<file path="src/logic/origin_shift_map.svh">
// register offsets, field positions, reset values and limits
`ifndef ORIGIN_SHIFT_MAP_SVH
`define ORIGIN_SHIFT_MAP_SVH

`define AX_SHIFT_DIST     6'h00
`define AX_CFG            6'h04
`define AX_HOMING_SPEED   6'h08
`define AX_CREEP_SPEED    6'h0c
`define AX_BACKLASH       6'h10
`define AX_GEAR           6'h14
`define AX_UNIT_MULT      6'h18
`define AX_STATUS_WORD    6'h1c
`define AX_CUR_FEED       6'h20
`define AX_MACH_FEED      6'h24
`define AX_OP_STATUS      6'h28
`define AX_TRAVEL_DOG     6'h2c
`define AX_ERR_CODE       6'h30
`define AX_BL_PULSES      6'h34
`define AX_HOMING_REQ     6'h38
`define GLOBAL_CTRL       12'h100

`define CFG_SPEED_SEL_BIT 0
`define CFG_METHOD_LSB    4
`define CFG_STEPPER_BIT   8
`define ST_BL_ERR_BIT     0
`define ST_REQ_BIT        3
`define ST_DONE_BIT       4

`define RST_SHIFT_DIST    32'h0000_0000
`define RST_SPEED_SEL     1'b0
`define RST_BACKLASH      16'h0000
`define RST_SPEED         16'h0010
`define RST_GEAR_AP       16'h0001
`define RST_GEAR_AL       16'h0001

`define BL_MAX_PULSES     32'h0000_00ff
`define ERR_BL_AMOUNT     16'd920
`define HOME_ADDRESS      32'h0000_0000
`define MIN_PULSE_PERIOD  16'h0002

`endif

</file>
<file path="src/logic/origin_shift_pkg.sv">
// types shared by the positioning add-on block
package origin_shift_pkg;
  typedef enum logic [1:0] {
    HS_IDLE  = 2'b00,
    HS_RUN   = 2'b01,
    HS_SHIFT = 2'b11,
    HS_DONE  = 2'b10
  } home_state_t;

  typedef enum logic [3:0] {
    OP_STANDBY = 4'h0,
    OP_HOMING  = 4'h1,
    OP_SHIFT   = 4'h2
  } op_status_t;

  typedef enum logic [1:0] {
    UNIT_X1    = 2'h0,
    UNIT_X10   = 2'h1,
    UNIT_X100  = 2'h2,
    UNIT_X1000 = 2'h3
  } unit_mult_t;
endpackage

</file>
<file path="src/logic/pulse_rate.sv">
// enable-pulse divider that paces shift pulses
`timescale 1ns/1ps
`include "origin_shift_map.svh"
module pulse_rate import origin_shift_pkg::*; (
  // clock and reset
  input wire logic pclk,
  input wire logic presetn,
  // control
  input wire logic run,
  input wire logic [15:0] period,
  // tick out
  output logic tick
);
  logic [15:0] cnt;
  logic [15:0] next_cnt;
  logic next_tick;
  logic [15:0] lim;

  always_comb begin
    // output pulse needs a low phase, so never faster than every 2nd cycle
    lim = (period < `MIN_PULSE_PERIOD) ? `MIN_PULSE_PERIOD : period;
    next_cnt = cnt;
    next_tick = 1'b0;
    if (!run) begin
      next_cnt = 16'h0000;
    end else if (cnt >= lim - 16'h0001) begin
      next_cnt = 16'h0000;
      next_tick = 1'b1;
    end else begin
      next_cnt = cnt + 16'h0001;
    end
  end

  always_ff @(posedge pclk or negedge presetn) begin
    if (!presetn) begin
      cnt <= 16'h0000;
      tick <= 1'b0;
    end else begin
      cnt <= next_cnt;
      tick <= next_tick;
    end
  end
endmodule

</file>
<file path="src/logic/gear_div.sv">
// sequential restoring divider, floor quotient
`timescale 1ns/1ps
module gear_div import origin_shift_pkg::*; (
  // clock and reset
  input wire logic pclk,
  input wire logic presetn,
  // request
  input wire logic start,
  input wire logic [31:0] num,
  input wire logic [31:0] den,
  // result
  output logic done,
  output logic [31:0] quot
);
  logic [31:0] rem;
  logic [31:0] q;
  logic [31:0] d;
  logic [5:0] cnt;
  logic busy;
  logic [31:0] next_rem;
  logic [31:0] next_q;
  logic [31:0] next_d;
  logic [5:0] next_cnt;
  logic next_busy;
  logic next_done;
  logic [31:0] next_quot;
  logic [32:0] trial;

  always_comb begin
    next_rem = rem;
    next_q = q;
    next_d = d;
    next_cnt = cnt;
    next_busy = busy;
    next_done = 1'b0;
    next_quot = quot;
    trial = {rem, q[31]} - {1'b0, d};
    if (start) begin
      next_rem = 32'h0000_0000;
      next_q = num;
      next_d = den;
      next_cnt = 6'h20;
      next_busy = 1'b1;
    end else if (busy) begin
      // fraction is simply dropped: floor division
      if (!trial[32]) begin
        next_rem = trial[31:0];
        next_q = {q[30:0], 1'b1};
      end else begin
        next_rem = {rem[30:0], q[31]};
        next_q = {q[30:0], 1'b0};
      end
      next_cnt = cnt - 6'h01;
      if (cnt == 6'h01) begin
        next_busy = 1'b0;
        next_done = 1'b1;
        // zero divisor gives all ones, which trips the limit check
        next_quot = (d == 32'h0000_0000) ? 32'hffff_ffff : next_q;
      end
    end
  end

  always_ff @(posedge pclk or negedge presetn) begin
    if (!presetn) begin
      rem <= 32'h0000_0000;
      q <= 32'h0000_0000;
      d <= 32'h0000_0000;
      cnt <= 6'h00;
      busy <= 1'b0;
      done <= 1'b0;
      quot <= 32'h0000_0000;
    end else begin
      rem <= next_rem;
      q <= next_q;
      d <= next_d;
      cnt <= next_cnt;
      busy <= next_busy;
      done <= next_done;
      quot <= next_quot;
    end
  end
endmodule

</file>
<file path="src/logic/origin_shift_backlash_comp.sv">
// home shift and backlash compensation for two axes, APB registers
//
// How it works
// after zero signal, move further by shift distance; stop point is home
// shift works with every homing method
// shift runs at homing speed when select is 0, creep speed when 1
// home-complete bit b4, feed values, op status set only after shift
// homing-request bit b3 cleared when shift completes
// travel-after-dog counts from dog to shift start, excludes shift
// stopper homing methods keep travel-after-dog at 0
// software shifts opposite to homing direction for stopper methods
// software keeps shift distance inside the limit switches
// new shift and backlash settings load on controller-ready rising edge
// shift distance, speed select and backlash reset to 0
// every axis has its own parameter set
// on each direction reversal emit backlash pulses extra
// backlash pulses go out at the reversal, with the move pulses
// backlash pulses never touch current or machine feed value
// pulses per compensation is backlash over travel per pulse, floored
// above 255 pulses raise backlash error, code 920
// no backlash compensation for stepping motors
// software runs a homing run before moving with nonzero backlash
// travel per pulse is travel per rev times multiplier over pulses per rev
//
// Added by the designer: the register addresses and the APB slave port.
`timescale 1ns/1ps
`include "origin_shift_map.svh"
module origin_shift_backlash_comp import origin_shift_pkg::*; (
  // apb slave
  input wire logic pclk,
  input wire logic presetn,
  input wire logic psel,
  input wire logic penable,
  input wire logic pwrite,
  input wire logic [11:0] paddr,
  input wire logic [31:0] pwdata,
  output logic [31:0] prdata,
  output logic pready,
  output logic pslverr,
  // homing engine events, one bit per axis
  input wire logic [1:0] homing_start,
  input wire logic [1:0] dog_on,
  input wire logic [1:0] zero_hit,
  // profile generator movement pulses
  input wire logic [1:0] move_pulse,
  input wire logic [1:0] move_dir,
  // command pulses to drive
  output logic [1:0] cmd_pulse,
  output logic [1:0] cmd_dir,
  output logic controller_ready_out
);
  logic controller_ready;
  logic ready_prev;
  logic next_controller_ready;
  logic ready_rise;
  logic next_pready;
  logic next_pslverr;
  logic [31:0] next_prdata;
  logic wr_go;
  logic ax_hit;
  logic glob_hit;
  logic [5:0] off;
  logic [31:0] rd_word [2];
  logic rd_ok [2];

  assign off = paddr[5:0];
  assign ax_hit = (paddr[11:7] == 5'h00) && (paddr[1:0] == 2'b00);
  assign glob_hit = (paddr == `GLOBAL_CTRL);
  assign wr_go = psel && penable && pwrite && pready && !pslverr;
  assign ready_rise = controller_ready && !ready_prev;

  always_comb begin
    next_controller_ready = controller_ready;
    if (wr_go && glob_hit) begin
      next_controller_ready = pwdata[0];
    end
    // zero-wait slave: answer in the first access cycle
    next_pready = psel && !penable;
    next_pslverr = psel && !penable && !glob_hit &&
                   !(ax_hit && rd_ok[paddr[6]]);
    next_prdata = 32'h0000_0000;
    if (psel && !penable && !pwrite) begin
      if (glob_hit) begin
        next_prdata = {31'h0, controller_ready};
      end else if (ax_hit && rd_ok[paddr[6]]) begin
        next_prdata = rd_word[paddr[6]];
      end
    end
  end

  always_ff @(posedge pclk or negedge presetn) begin
    if (!presetn) begin
      controller_ready <= 1'b0;
      ready_prev <= 1'b0;
      controller_ready_out <= 1'b0;
      pready <= 1'b0;
      pslverr <= 1'b0;
      prdata <= 32'h0000_0000;
    end else begin
      controller_ready <= next_controller_ready;
      ready_prev <= controller_ready;
      controller_ready_out <= next_controller_ready;
      pready <= next_pready;
      pslverr <= next_pslverr;
      prdata <= next_prdata;
    end
  end

  for (genvar g = 0; g < 2; g++) begin : axis
    // staged copy written by software, active copy used by hardware
    logic [31:0] s_dist;
    logic s_sel;
    logic [2:0] s_meth;
    logic s_step;
    logic [15:0] s_hspd;
    logic [15:0] s_cspd;
    logic [15:0] s_bl;
    logic [15:0] s_ap;
    logic [15:0] s_al;
    unit_mult_t s_am;
    logic [31:0] a_dist;
    logic a_sel;
    logic [2:0] a_meth;
    logic a_step;
    logic [15:0] a_hspd;
    logic [15:0] a_cspd;
    logic [15:0] a_bl;
    logic [31:0] next_s_dist;
    logic next_s_sel;
    logic [2:0] next_s_meth;
    logic next_s_step;
    logic [15:0] next_s_hspd;
    logic [15:0] next_s_cspd;
    logic [15:0] next_s_bl;
    logic [15:0] next_s_ap;
    logic [15:0] next_s_al;
    unit_mult_t next_s_am;
    // run-time state
    home_state_t st;
    home_state_t next_st;
    op_status_t op;
    op_status_t next_op;
    logic req;
    logic cmpl;
    logic bl_err;
    logic [15:0] err_code;
    logic [31:0] bl_pulses;
    logic [31:0] cur_feed;
    logic [31:0] mach_feed;
    logic [31:0] tad;
    logic dog_seen;
    logic [31:0] shift_left;
    logic last_dir;
    logic dir_known;
    logic [7:0] burst;
    logic [7:0] pend;
    logic pend_dir;
    logic next_req;
    logic next_cmpl;
    logic next_bl_err;
    logic [15:0] next_err_code;
    logic [31:0] next_bl_pulses;
    logic [31:0] next_cur_feed;
    logic [31:0] next_mach_feed;
    logic [31:0] next_tad;
    logic next_dog_seen;
    logic [31:0] next_shift_left;
    logic next_last_dir;
    logic next_dir_known;
    logic [7:0] next_burst;
    logic [7:0] next_pend;
    logic next_pend_dir;
    logic next_pulse;
    logic next_dir;
    logic stopper;
    logic wr_me;
    logic div_done;
    logic [31:0] div_q;
    logic [31:0] den;
    logic [31:0] num;
    logic tick;
    logic [31:0] step;

    assign wr_me = wr_go && ax_hit && (paddr[6] == 1'(g));
    assign stopper = (a_meth >= 3'h1) && (a_meth <= 3'h3);
    assign num = s_bl * s_ap;
    always_comb begin
      unique case (s_am)
        UNIT_X1: den = {16'h0, s_al};
        UNIT_X10: den = s_al * 32'd10;
        UNIT_X100: den = s_al * 32'd100;
        UNIT_X1000: den = s_al * 32'd1000;
      endcase
    end

    // pulses = backlash * pulses_per_rev / (travel_per_rev * mult)
    gear_div u_div (
      .pclk(pclk),
      .presetn(presetn),
      .start(ready_rise),
      .num(num),
      .den(den),
      .done(div_done),
      .quot(div_q)
    );

    pulse_rate u_rate (
      .pclk(pclk),
      .presetn(presetn),
      .run(st == HS_SHIFT),
      .period(a_sel ? a_cspd : a_hspd),
      .tick(tick)
    );

    always_comb begin
      next_s_dist = s_dist;
      next_s_sel = s_sel;
      next_s_meth = s_meth;
      next_s_step = s_step;
      next_s_hspd = s_hspd;
      next_s_cspd = s_cspd;
      next_s_bl = s_bl;
      next_s_ap = s_ap;
      next_s_al = s_al;
      next_s_am = s_am;
      if (wr_me) begin
        unique case (off)
          `AX_SHIFT_DIST: next_s_dist = pwdata;
          `AX_CFG: begin
            next_s_sel = pwdata[`CFG_SPEED_SEL_BIT];
            next_s_meth = pwdata[`CFG_METHOD_LSB +: 3];
            next_s_step = pwdata[`CFG_STEPPER_BIT];
          end
          `AX_HOMING_SPEED: next_s_hspd = pwdata[15:0];
          `AX_CREEP_SPEED: next_s_cspd = pwdata[15:0];
          `AX_BACKLASH: next_s_bl = pwdata[15:0];
          `AX_GEAR: begin
            next_s_ap = pwdata[15:0];
            next_s_al = pwdata[31:16];
          end
          `AX_UNIT_MULT: next_s_am = unit_mult_t'(pwdata[1:0]);
          default: begin
          end
        endcase
      end
    end

    always_ff @(posedge pclk or negedge presetn) begin
      if (!presetn) begin
        s_dist <= `RST_SHIFT_DIST;
        s_sel <= `RST_SPEED_SEL;
        s_meth <= 3'h0;
        s_step <= 1'b0;
        s_hspd <= `RST_SPEED;
        s_cspd <= `RST_SPEED;
        s_bl <= `RST_BACKLASH;
        s_ap <= `RST_GEAR_AP;
        s_al <= `RST_GEAR_AL;
        s_am <= UNIT_X1;
        a_dist <= `RST_SHIFT_DIST;
        a_sel <= `RST_SPEED_SEL;
        a_meth <= 3'h0;
        a_step <= 1'b0;
        a_hspd <= `RST_SPEED;
        a_cspd <= `RST_SPEED;
        a_bl <= `RST_BACKLASH;
      end else begin
        s_dist <= next_s_dist;
        s_sel <= next_s_sel;
        s_meth <= next_s_meth;
        s_step <= next_s_step;
        s_hspd <= next_s_hspd;
        s_cspd <= next_s_cspd;
        s_bl <= next_s_bl;
        s_ap <= next_s_ap;
        s_al <= next_s_al;
        s_am <= next_s_am;
        if (ready_rise) begin
          a_dist <= s_dist;
          a_sel <= s_sel;
          a_meth <= s_meth;
          a_step <= s_step;
          a_hspd <= s_hspd;
          a_cspd <= s_cspd;
          a_bl <= s_bl;
        end
      end
    end

    always_comb begin
      next_st = st;
      next_op = op;
      next_req = req;
      next_cmpl = cmpl;
      next_bl_err = bl_err;
      next_err_code = err_code;
      next_bl_pulses = bl_pulses;
      next_cur_feed = cur_feed;
      next_mach_feed = mach_feed;
      next_tad = tad;
      next_dog_seen = dog_seen;
      next_shift_left = shift_left;
      next_last_dir = last_dir;
      next_dir_known = dir_known;
      next_burst = burst;
      next_pend = pend;
      next_pend_dir = pend_dir;
      next_pulse = 1'b0;
      next_dir = cmd_dir[g];
      step = move_dir[g] ? 32'hffff_ffff : 32'h0000_0001;
      if (ready_rise) begin
        next_bl_pulses = 32'h0000_0000;
      end
      if (div_done) begin
        if (div_q > `BL_MAX_PULSES) begin
          next_bl_err = 1'b1;
          next_err_code = `ERR_BL_AMOUNT;
          next_bl_pulses = 32'h0000_0000;
        end else begin
          next_bl_err = 1'b0;
          next_err_code = 16'h0000;
          next_bl_pulses = (a_bl == 16'h0000) ? 32'h0 : div_q;
        end
      end
      // movement pulses: feed counts at intake, backlash never counted
      if (move_pulse[g]) begin
        next_cur_feed = cur_feed + step;
        next_mach_feed = mach_feed + step;
        if (st == HS_RUN && dog_seen && !stopper) begin
          next_tad = tad + 32'h0000_0001;
        end
        if (dir_known && move_dir[g] != last_dir && !a_step &&
            !bl_err && bl_pulses != 32'h0) begin
          next_burst = bl_pulses[7:0];
        end
        next_pend = pend + 8'h01;
        next_pend_dir = move_dir[g];
        next_last_dir = move_dir[g];
        next_dir_known = 1'b1;
      end
      // emit: backlash first, right at the reversal, then held moves
      if (!cmd_pulse[g]) begin
        if (next_burst != 8'h00) begin
          next_burst = next_burst - 8'h01;
          next_pulse = 1'b1;
          next_dir = next_pend_dir;
        end else if (next_pend != 8'h00) begin
          next_pend = next_pend - 8'h01;
          next_pulse = 1'b1;
          next_dir = next_pend_dir;
        end else if (st == HS_SHIFT && tick && shift_left != 32'h0) begin
          next_shift_left = shift_left - 32'h0000_0001;
          next_pulse = 1'b1;
          next_dir = a_dist[31];
        end
      end
      if (wr_me && off == `AX_HOMING_REQ && pwdata[0]) begin
        next_req = 1'b1;
      end
      unique case (st)
        HS_IDLE: begin
          if (homing_start[g]) begin
            next_st = HS_RUN;
            next_op = OP_HOMING;
            next_cmpl = 1'b0;
            next_tad = 32'h0000_0000;
            next_dog_seen = 1'b0;
          end
        end
        HS_RUN: begin
          if (dog_on[g]) begin
            next_dog_seen = 1'b1;
          end
          // shift applies for any homing method
          if (zero_hit[g]) begin
            if (a_dist == 32'h0000_0000) begin
              next_st = HS_DONE;
            end else begin
              next_st = HS_SHIFT;
              next_op = OP_SHIFT;
              next_shift_left = a_dist[31] ? 32'h0 - a_dist : a_dist;
            end
          end
        end
        HS_SHIFT: begin
          if (next_shift_left == 32'h0000_0000) begin
            next_st = HS_DONE;
          end
        end
        HS_DONE: begin
          // stop point becomes home only now
          next_st = HS_IDLE;
          next_cmpl = 1'b1;
          next_req = 1'b0;
          next_cur_feed = `HOME_ADDRESS;
          next_mach_feed = `HOME_ADDRESS;
          next_op = OP_STANDBY;
        end
      endcase
      if (stopper) begin
        next_tad = 32'h0000_0000;
      end
    end

    always_ff @(posedge pclk or negedge presetn) begin
      if (!presetn) begin
        st <= HS_IDLE;
        op <= OP_STANDBY;
        req <= 1'b1;
        cmpl <= 1'b0;
        bl_err <= 1'b0;
        err_code <= 16'h0000;
        bl_pulses <= 32'h0000_0000;
        cur_feed <= 32'h0000_0000;
        mach_feed <= 32'h0000_0000;
        tad <= 32'h0000_0000;
        dog_seen <= 1'b0;
        shift_left <= 32'h0000_0000;
        last_dir <= 1'b0;
        dir_known <= 1'b0;
        burst <= 8'h00;
        pend <= 8'h00;
        pend_dir <= 1'b0;
        cmd_pulse[g] <= 1'b0;
        cmd_dir[g] <= 1'b0;
      end else begin
        st <= next_st;
        op <= next_op;
        req <= next_req;
        cmpl <= next_cmpl;
        bl_err <= next_bl_err;
        err_code <= next_err_code;
        bl_pulses <= next_bl_pulses;
        cur_feed <= next_cur_feed;
        mach_feed <= next_mach_feed;
        tad <= next_tad;
        dog_seen <= next_dog_seen;
        shift_left <= next_shift_left;
        last_dir <= next_last_dir;
        dir_known <= next_dir_known;
        burst <= next_burst;
        pend <= next_pend;
        pend_dir <= next_pend_dir;
        cmd_pulse[g] <= next_pulse;
        cmd_dir[g] <= next_dir;
      end
    end

    always_comb begin
      rd_ok[g] = 1'b1;
      rd_word[g] = 32'h0000_0000;
      unique case (off)
        `AX_SHIFT_DIST: rd_word[g] = s_dist;
        `AX_CFG: begin
          rd_word[g][`CFG_SPEED_SEL_BIT] = s_sel;
          rd_word[g][`CFG_METHOD_LSB +: 3] = s_meth;
          rd_word[g][`CFG_STEPPER_BIT] = s_step;
        end
        `AX_HOMING_SPEED: rd_word[g] = {16'h0, s_hspd};
        `AX_CREEP_SPEED: rd_word[g] = {16'h0, s_cspd};
        `AX_BACKLASH: rd_word[g] = {16'h0, s_bl};
        `AX_GEAR: rd_word[g] = {s_al, s_ap};
        `AX_UNIT_MULT: rd_word[g] = {30'h0, s_am};
        `AX_STATUS_WORD: begin
          rd_word[g][`ST_BL_ERR_BIT] = bl_err;
          rd_word[g][`ST_REQ_BIT] = req;
          rd_word[g][`ST_DONE_BIT] = cmpl;
        end
        `AX_CUR_FEED: rd_word[g] = cur_feed;
        `AX_MACH_FEED: rd_word[g] = mach_feed;
        `AX_OP_STATUS: rd_word[g] = {28'h0, op};
        `AX_TRAVEL_DOG: rd_word[g] = tad;
        `AX_ERR_CODE: rd_word[g] = {16'h0, err_code};
        `AX_BL_PULSES: rd_word[g] = bl_pulses;
        `AX_HOMING_REQ: rd_word[g] = {31'h0, req};
        default: rd_ok[g] = 1'b0;
      endcase
    end
  end
endmodule

</file>
<file path="config.mk">
export PLATFORM = sky130hd
export DESIGN_NAME = origin_shift_backlash_comp
export DESIGN_NICKNAME = d
export VERILOG_FILES = /design/src/logic/origin_shift_pkg.sv /design/src/logic/pulse_rate.sv /design/src/logic/gear_div.sv /design/src/logic/origin_shift_backlash_comp.sv
export VERILOG_INCLUDE_DIRS = /design/src /design/src/logic
export SDC_FILE = /design/constraint.sdc
export NUM_CORES = 2
export LEC_CHECK = 0
export BUFFER_PORTS_ARGS = -buffer_cell sky130_fd_sc_hd__buf_4
export CELL_PAD_IN_SITES_DETAIL_PLACEMENT = 0
export CELL_PAD_IN_SITES_GLOBAL_PLACEMENT = 2
export CORE_MARGIN = 3
export CORE_UTILIZATION = 43
export CTS_CLUSTER_SIZE = 30
export DETAILED_ROUTE_END_ITERATION = 16
export PLACE_DENSITY_LB_ADDON = 0.1
export SYNTH_ARGS = -nofsm -noshare
export SYNTH_HDL_FRONTEND = slang
export SYNTH_HIERARCHICAL = 1
export SYNTH_SLANG_ARGS = --single-unit
export TNS_END_PERCENT = 50
</file>
<file path="constraint.sdc">
create_clock -name pclk -period 10.1 [get_ports pclk]
set_input_delay 1.01 -clock pclk [delete_from_list [all_inputs] [get_ports pclk]]
set_output_delay 1.01 -clock pclk [all_outputs]
set_load 0.005 [all_outputs]
</file>
* Word level (Yosys, flattened, before mapping)
Index checks and enable logic that the tools add are counted.
Operators by class: equal/unequal tests 41, magnitude comparators 11, muxes and demuxes 178, reductions and logical operators 115, multipliers 8, bitwise gates (word level) 5, add/subtract/negate cells 24
Operators by type and width (number):
- $mux 32 | 61
- $pmux 23 s10 | 2
- $pmux 32 s4 | 2
- $logic_not 32->1 | 6
- $add 32x32->32 | 4
- $mux 16 | 8
- $mux 8 | 16
- $reduce_bool 32->1 | 4
- $sub 33x32->33 | 2
- $add 32x1->32 const B | 2
- $gt 32x8->1 const B | 2
- $mul 16x16->32 | 2
- $sub 1x32->32 const A | 2
- $sub 32x1->32 const B | 2
- $mux 1 | 49
- $pmux 1 s12 | 4
- $pmux 2 s12 | 2
- $mul 16x7->23 const B | 2
- $pmux 2 s11 | 2
- $eq 6x6->1 const B | 7
- $mul 16x5->21 const B | 2
- $mul 16x3->19 const B | 2
- $logic_and 1x1->1 | 37
- $reduce_and 2->1 | 18
- 42 further kinds | 142
Storage, ports and cells: output and inout port bits 39, word-level logic and storage cells 477, register bits 1164, bits of input ports 59

* Longest topological paths before layout
depth in word-level cells 13, gate-level depth with buffers 30, depth with buffers taken out 28

* Hierarchy
The synthesis kept the hierarchy.
Modules (own cells, without submodules):
- origin_shift_backlash_comp | area each 71817.6 µm², times used 1, sequential area each 20587.2 µm², cells each 7405
- gear_div at axis[1].u_div | area each 7636.1 µm², times used 1, sequential area each 3403.3 µm², cells each 791
- gear_div at axis[0].u_div | area each 7526.0 µm², times used 1, sequential area each 3403.3 µm², cells each 815
- pulse_rate at axis[0].u_rate | area each 1575.3 µm², times used 1, sequential area each 425.4 µm², cells each 162
- pulse_rate at axis[1].u_rate | area each 1539.0 µm², times used 1, sequential area each 425.4 µm², cells each 161

* Worst setup path after synthesis
OpenSTA, ideal clock, no wires.
kind register to register, start reg axis[1].s_bl[11], end reg axis[1].u_div.q[31], period minus slack after synthesis 7.079 ns, required time 9.967 ns, path slack 3.021 ns, arrival time 6.945 ns, stages on the path, launching flop included 28, cells stage by stage dfrtp_1 > clkbuf_1 > clkbuf_1 > nand2_1 > fa_1 > fa_1 > inv_1 > fa_1 > fa_1 > fa_1 > inv_1 > fa_1 > inv_1 > ha_1 > a21oi_1 > o21ai_0 > a2111o_1 > a2111oi_0 > or3_1 > o21ai_0 > o41a_1 > nand3_1 > a21oi_1 > a2111oi_0 > a21oi_1 > xnor2_1 > nand2_1 > o21ai_0
Between the ends: word-level cells in the longest chain between the ends 2
Ends and longest elaborated chain:
- start, declared | line origin_shift_backlash_comp.sv:117 | logic [15:0] s_bl;
- start signal, assigned | line origin_shift_backlash_comp.sv:256 | s_bl <= `RST_BACKLASH;
- start signal, assigned | line origin_shift_backlash_comp.sv:274 | s_bl <= next_s_bl;
- $mul 16x16->32 | line origin_shift_backlash_comp.sv:186 | assign num = s_bl * s_ap;
- net axis[1].num[31] | line origin_shift_backlash_comp.sv:180 | logic [31:0] num;
- $mux 32 | line gear_div.sv:38 | if (start) begin
- end signal, assigned | line gear_div.sv:74 | q <= next_q;
- end, declared | line gear_div.sv:16 | logic [31:0] q;
The timed path passes the listed nets, and every way through them passes these cells. A chain may end at the register's enable or synchronous reset.

* Worst setup path after layout
Same ends and word-level chain as after synthesis.

==> metrics <==
die extent in x around 460 um; clock period minus worst slack 7800 ps; setup total negative slack 0 ps; Post-DP Area 0.0936 mm^2; detailed router's first-iteration violation count between 4,000 and 5,000; R2R Path End axis[1].u_div/q[31]; crit end category flop; Hold Slack around 120 ps; clk sinks roughly 1,100; run status finished, final reports clean; hold crit path type in -> async; Initial Utilization 43.4%; final net count roughly 11,000; largest net degree at the start of global routing 142; Vias 68,800; io pins 98; Area Growth Syn to Fin 9.12%; ys flop type dfrtp_1; core box area 0.208 mm^2; R2R cell count 25; Max stage delay on crit path 820 ps; crit path kind reg -> reg; DPL Wire Length approximately 210,000 um; share of cells above drive strength 1 11.4%; antenna violations before repair 25; CTS Buffer Depth 3; GP Congestion roughly 0.9; startpoint types flop; GR Util All Layers 26.3%; clk slew on worst S/H paths about 60 ps; crit path DAT between 8000 and 9000 ps; final instance area approximately 0.098 mm^2; Max Fclk ~0.13 GHz; Seq/Total Area, Yosys around a third; Synth warnings 6; synthesized flop and latch total 1,128; H-tree Lvls 4; Mapped Area between 0.09 and 0.1 mm^2; asr flop ratio synth 100%; total CTS buffers approximately 140; Die H between 400 and 500 um; Slew Limit Fails 0; via density per instance roughly 5.7; maximum VDD drop 0.190 mV; PwrDens between 100 and 150 mW/mm^2; Fin. Hold Viols 0; final cell count without fillers about 12,000; Slew @ Worst Pin 1230 ps; Root Driver clkbuf_16; part of the power in the clock network between 30% and 40%; Port Buf Inserts 97; number of global-route vias before repair between 70,000 and 80,000; drt wl/cell approximately 23 um; site row count 167; GR Overflow Total 0; sw frac 33.4%; critical path data required time around 11,000 ps; crit path max-delay cell type dfrtp_1; r2r setup slk around 2300 ps; Pre-antenna DRT Iters 7; final core utilization between 40% and 50%; DRT Wirelength ~280,000 um; Setup Fix Bufs, Post-CTS 0; Pint slightly below 10 mW; combinational share of power between 20% and 30%; reg-to-reg startpoint axis[1].s_bl[11]; ANT nets after route 0; Seq pwr share 36.8%; # resized after CTS 0; skew final ~37 ps; Mean Syn Cell Area roughly 9.7 um^2; DR DRC count 0; post-cts hold buffer count 0; Cells after Synth 9,334; RSZ-0062 raised after global routing false; clock insertion delay at the later pin of the skew report approximately 800 ps; Period Utilization, post-route just under 80%; Psw about 4.9 mW; Distinct cells, synth 122; placed cell count 11,900; max-cap violation count 0; Leak approximately 47 nW; setup violators final 0; relative slew slack between 10% and 20%; most used cell along the critical path fa_1; worst-path fanout max 19; first-pass GRT wire length around 440,000 um; CTS tree built; Die ar. roughly 0.22 mm^2; number of enable flip-flop cells after synthesis 0
==> logic make-up after synthesis <==
group / synth area share [%]
AND/OR/NAND/NOR: 14.5
AO/OA/AOI/OAI: 12.4
buffers and inverters: 5.77
adder cells (fa/ha/maj): 21.3
flip-flops: 31.4
multiplexers: 8.98
XOR/XNOR: 5.68
other: 0.00416
==> critical path, delay by kind of cell (launching register included) <==
family	cells	cell delay (ps)
fa+ha+maj	7	3360
compound gates	10	2530
flops	1	820
simple gates	4	640
xor+xnor	1	170
buf+inv	3	140
==> metal layers <==
layer	vias to the layer above	routed length (um)	GRT usage, %	part of all wire (%)
met4	12	9320	7.82	3.3
met1	34900	130000	37.3	46
li1	32000	-	-	-
met3	389	14100	3.58	5.0
met2	1540	129000	41.7	46
met5	-	68	0	0.024
==> worst max-delay path by stage <==
stage                     startpoint                  end  slack (ps)  depth (start not counted)
CTS                 axis[1].s_bl[11]  axis[1].u_div/q[31]        2290                         25
floorplan           axis[1].s_bl[11]  axis[1].u_div/q[31]        3020                         27
global placement    axis[1].s_bl[11]  axis[1].u_div/q[31]        2300                         25
detailed placement  axis[1].s_bl[11]  axis[1].u_div/q[31]        2310                         25
global route        axis[1].s_bl[11]  axis[1].u_div/q[31]        1630                         25
finish              axis[1].s_bl[11]  axis[1].u_div/q[31]        2300                         25
==> area by class of cell <==
cell class / count / area (um^2)
diodes: 9 / 22.5
clock buffers: 202 / 4020
clock inverters: 51 / 691
fillers: 20000 / 109000
inverters: 902 / 3390
multi-input cells: 6873 / 56800
flip-flops and latches: 1128 / 28300
well taps: 2788 / 3490
repair buffers: 204 / 1610
==> per-stage QoR <==
stage	setup WS, ps	power, mW
6_report	2300	14.5
5_1_grt	1630	15.4
4_1_cts	2290	14.7
3_5_place_dp	2310	9.33
3_3_place_gp	2300	9.29
2_1_floorplan	3020	8.30
==> cell usage in the layout (no fill, tap or decap), types with 105 or more instances in the layout <==
cell type / instances
dfrtp_1: 1111
inv_1: 901
nand2_1: 853
ha_1: 688
nor2_1: 671
fa_1: 526
mux2_2: 457
xnor2_1: 402
o21ai_0: 395
a21oi_1: 389
and2_1: 308
mux2i_1: 239
buf_4: 198
xor2_1: 174
clkbuf_16: 143
nor3_1: 139
nand3_1: 128
nor4_1: 105
==> power groups by stage <==
stage               logic (mW)  registers (mW)  clock network [mW]
global placement          3.87            5.42                   0
global route              4.44            5.40                5.55
CTS                       3.94            5.35                5.38
floorplan                 3.06            5.24                   0
finish                    3.94            5.35                5.24
detailed placement        3.91            5.42                   0
==> sequential cells by signal (all words and copies together) (netlist names), 16 cells and up <==
name and cells:
axis.s_dist 64, axis.a_bl 32, axis.s_hspd 32, prdata 32, axis.u_div/quot 64, axis.u_div/q 64
axis.bl_pulses 64, axis.s_cspd 32, axis.cur_feed 64, axis.s_al 32, axis.u_div/rem 64, axis.shift_left 64
axis.a_cspd 32, axis.u_rate/cnt 32, axis.s_ap 32, axis.u_div/d 64, axis.tad 64, axis.burst 16
axis.a_dist 64, axis.a_hspd 32, axis.pend 16, axis.s_bl 32, axis.mach_feed 64
==> Yosys cell counts, types with 308 or more instances <==
master	instances	area, um^2
a21oi_1	389	1950
and2_1	308	1930
clkbuf_1	365	1370
dfrtp_1	1114	27900
fa_1	526	10500
ha_1	690	8630
inv_1	901	3380
mux2_2	457	5150
nand2_1	855	3210
nor2_1	681	2560
o21ai_0	395	1980
xnor2_1	402	3520
Power figures use the tool's default switching activity.
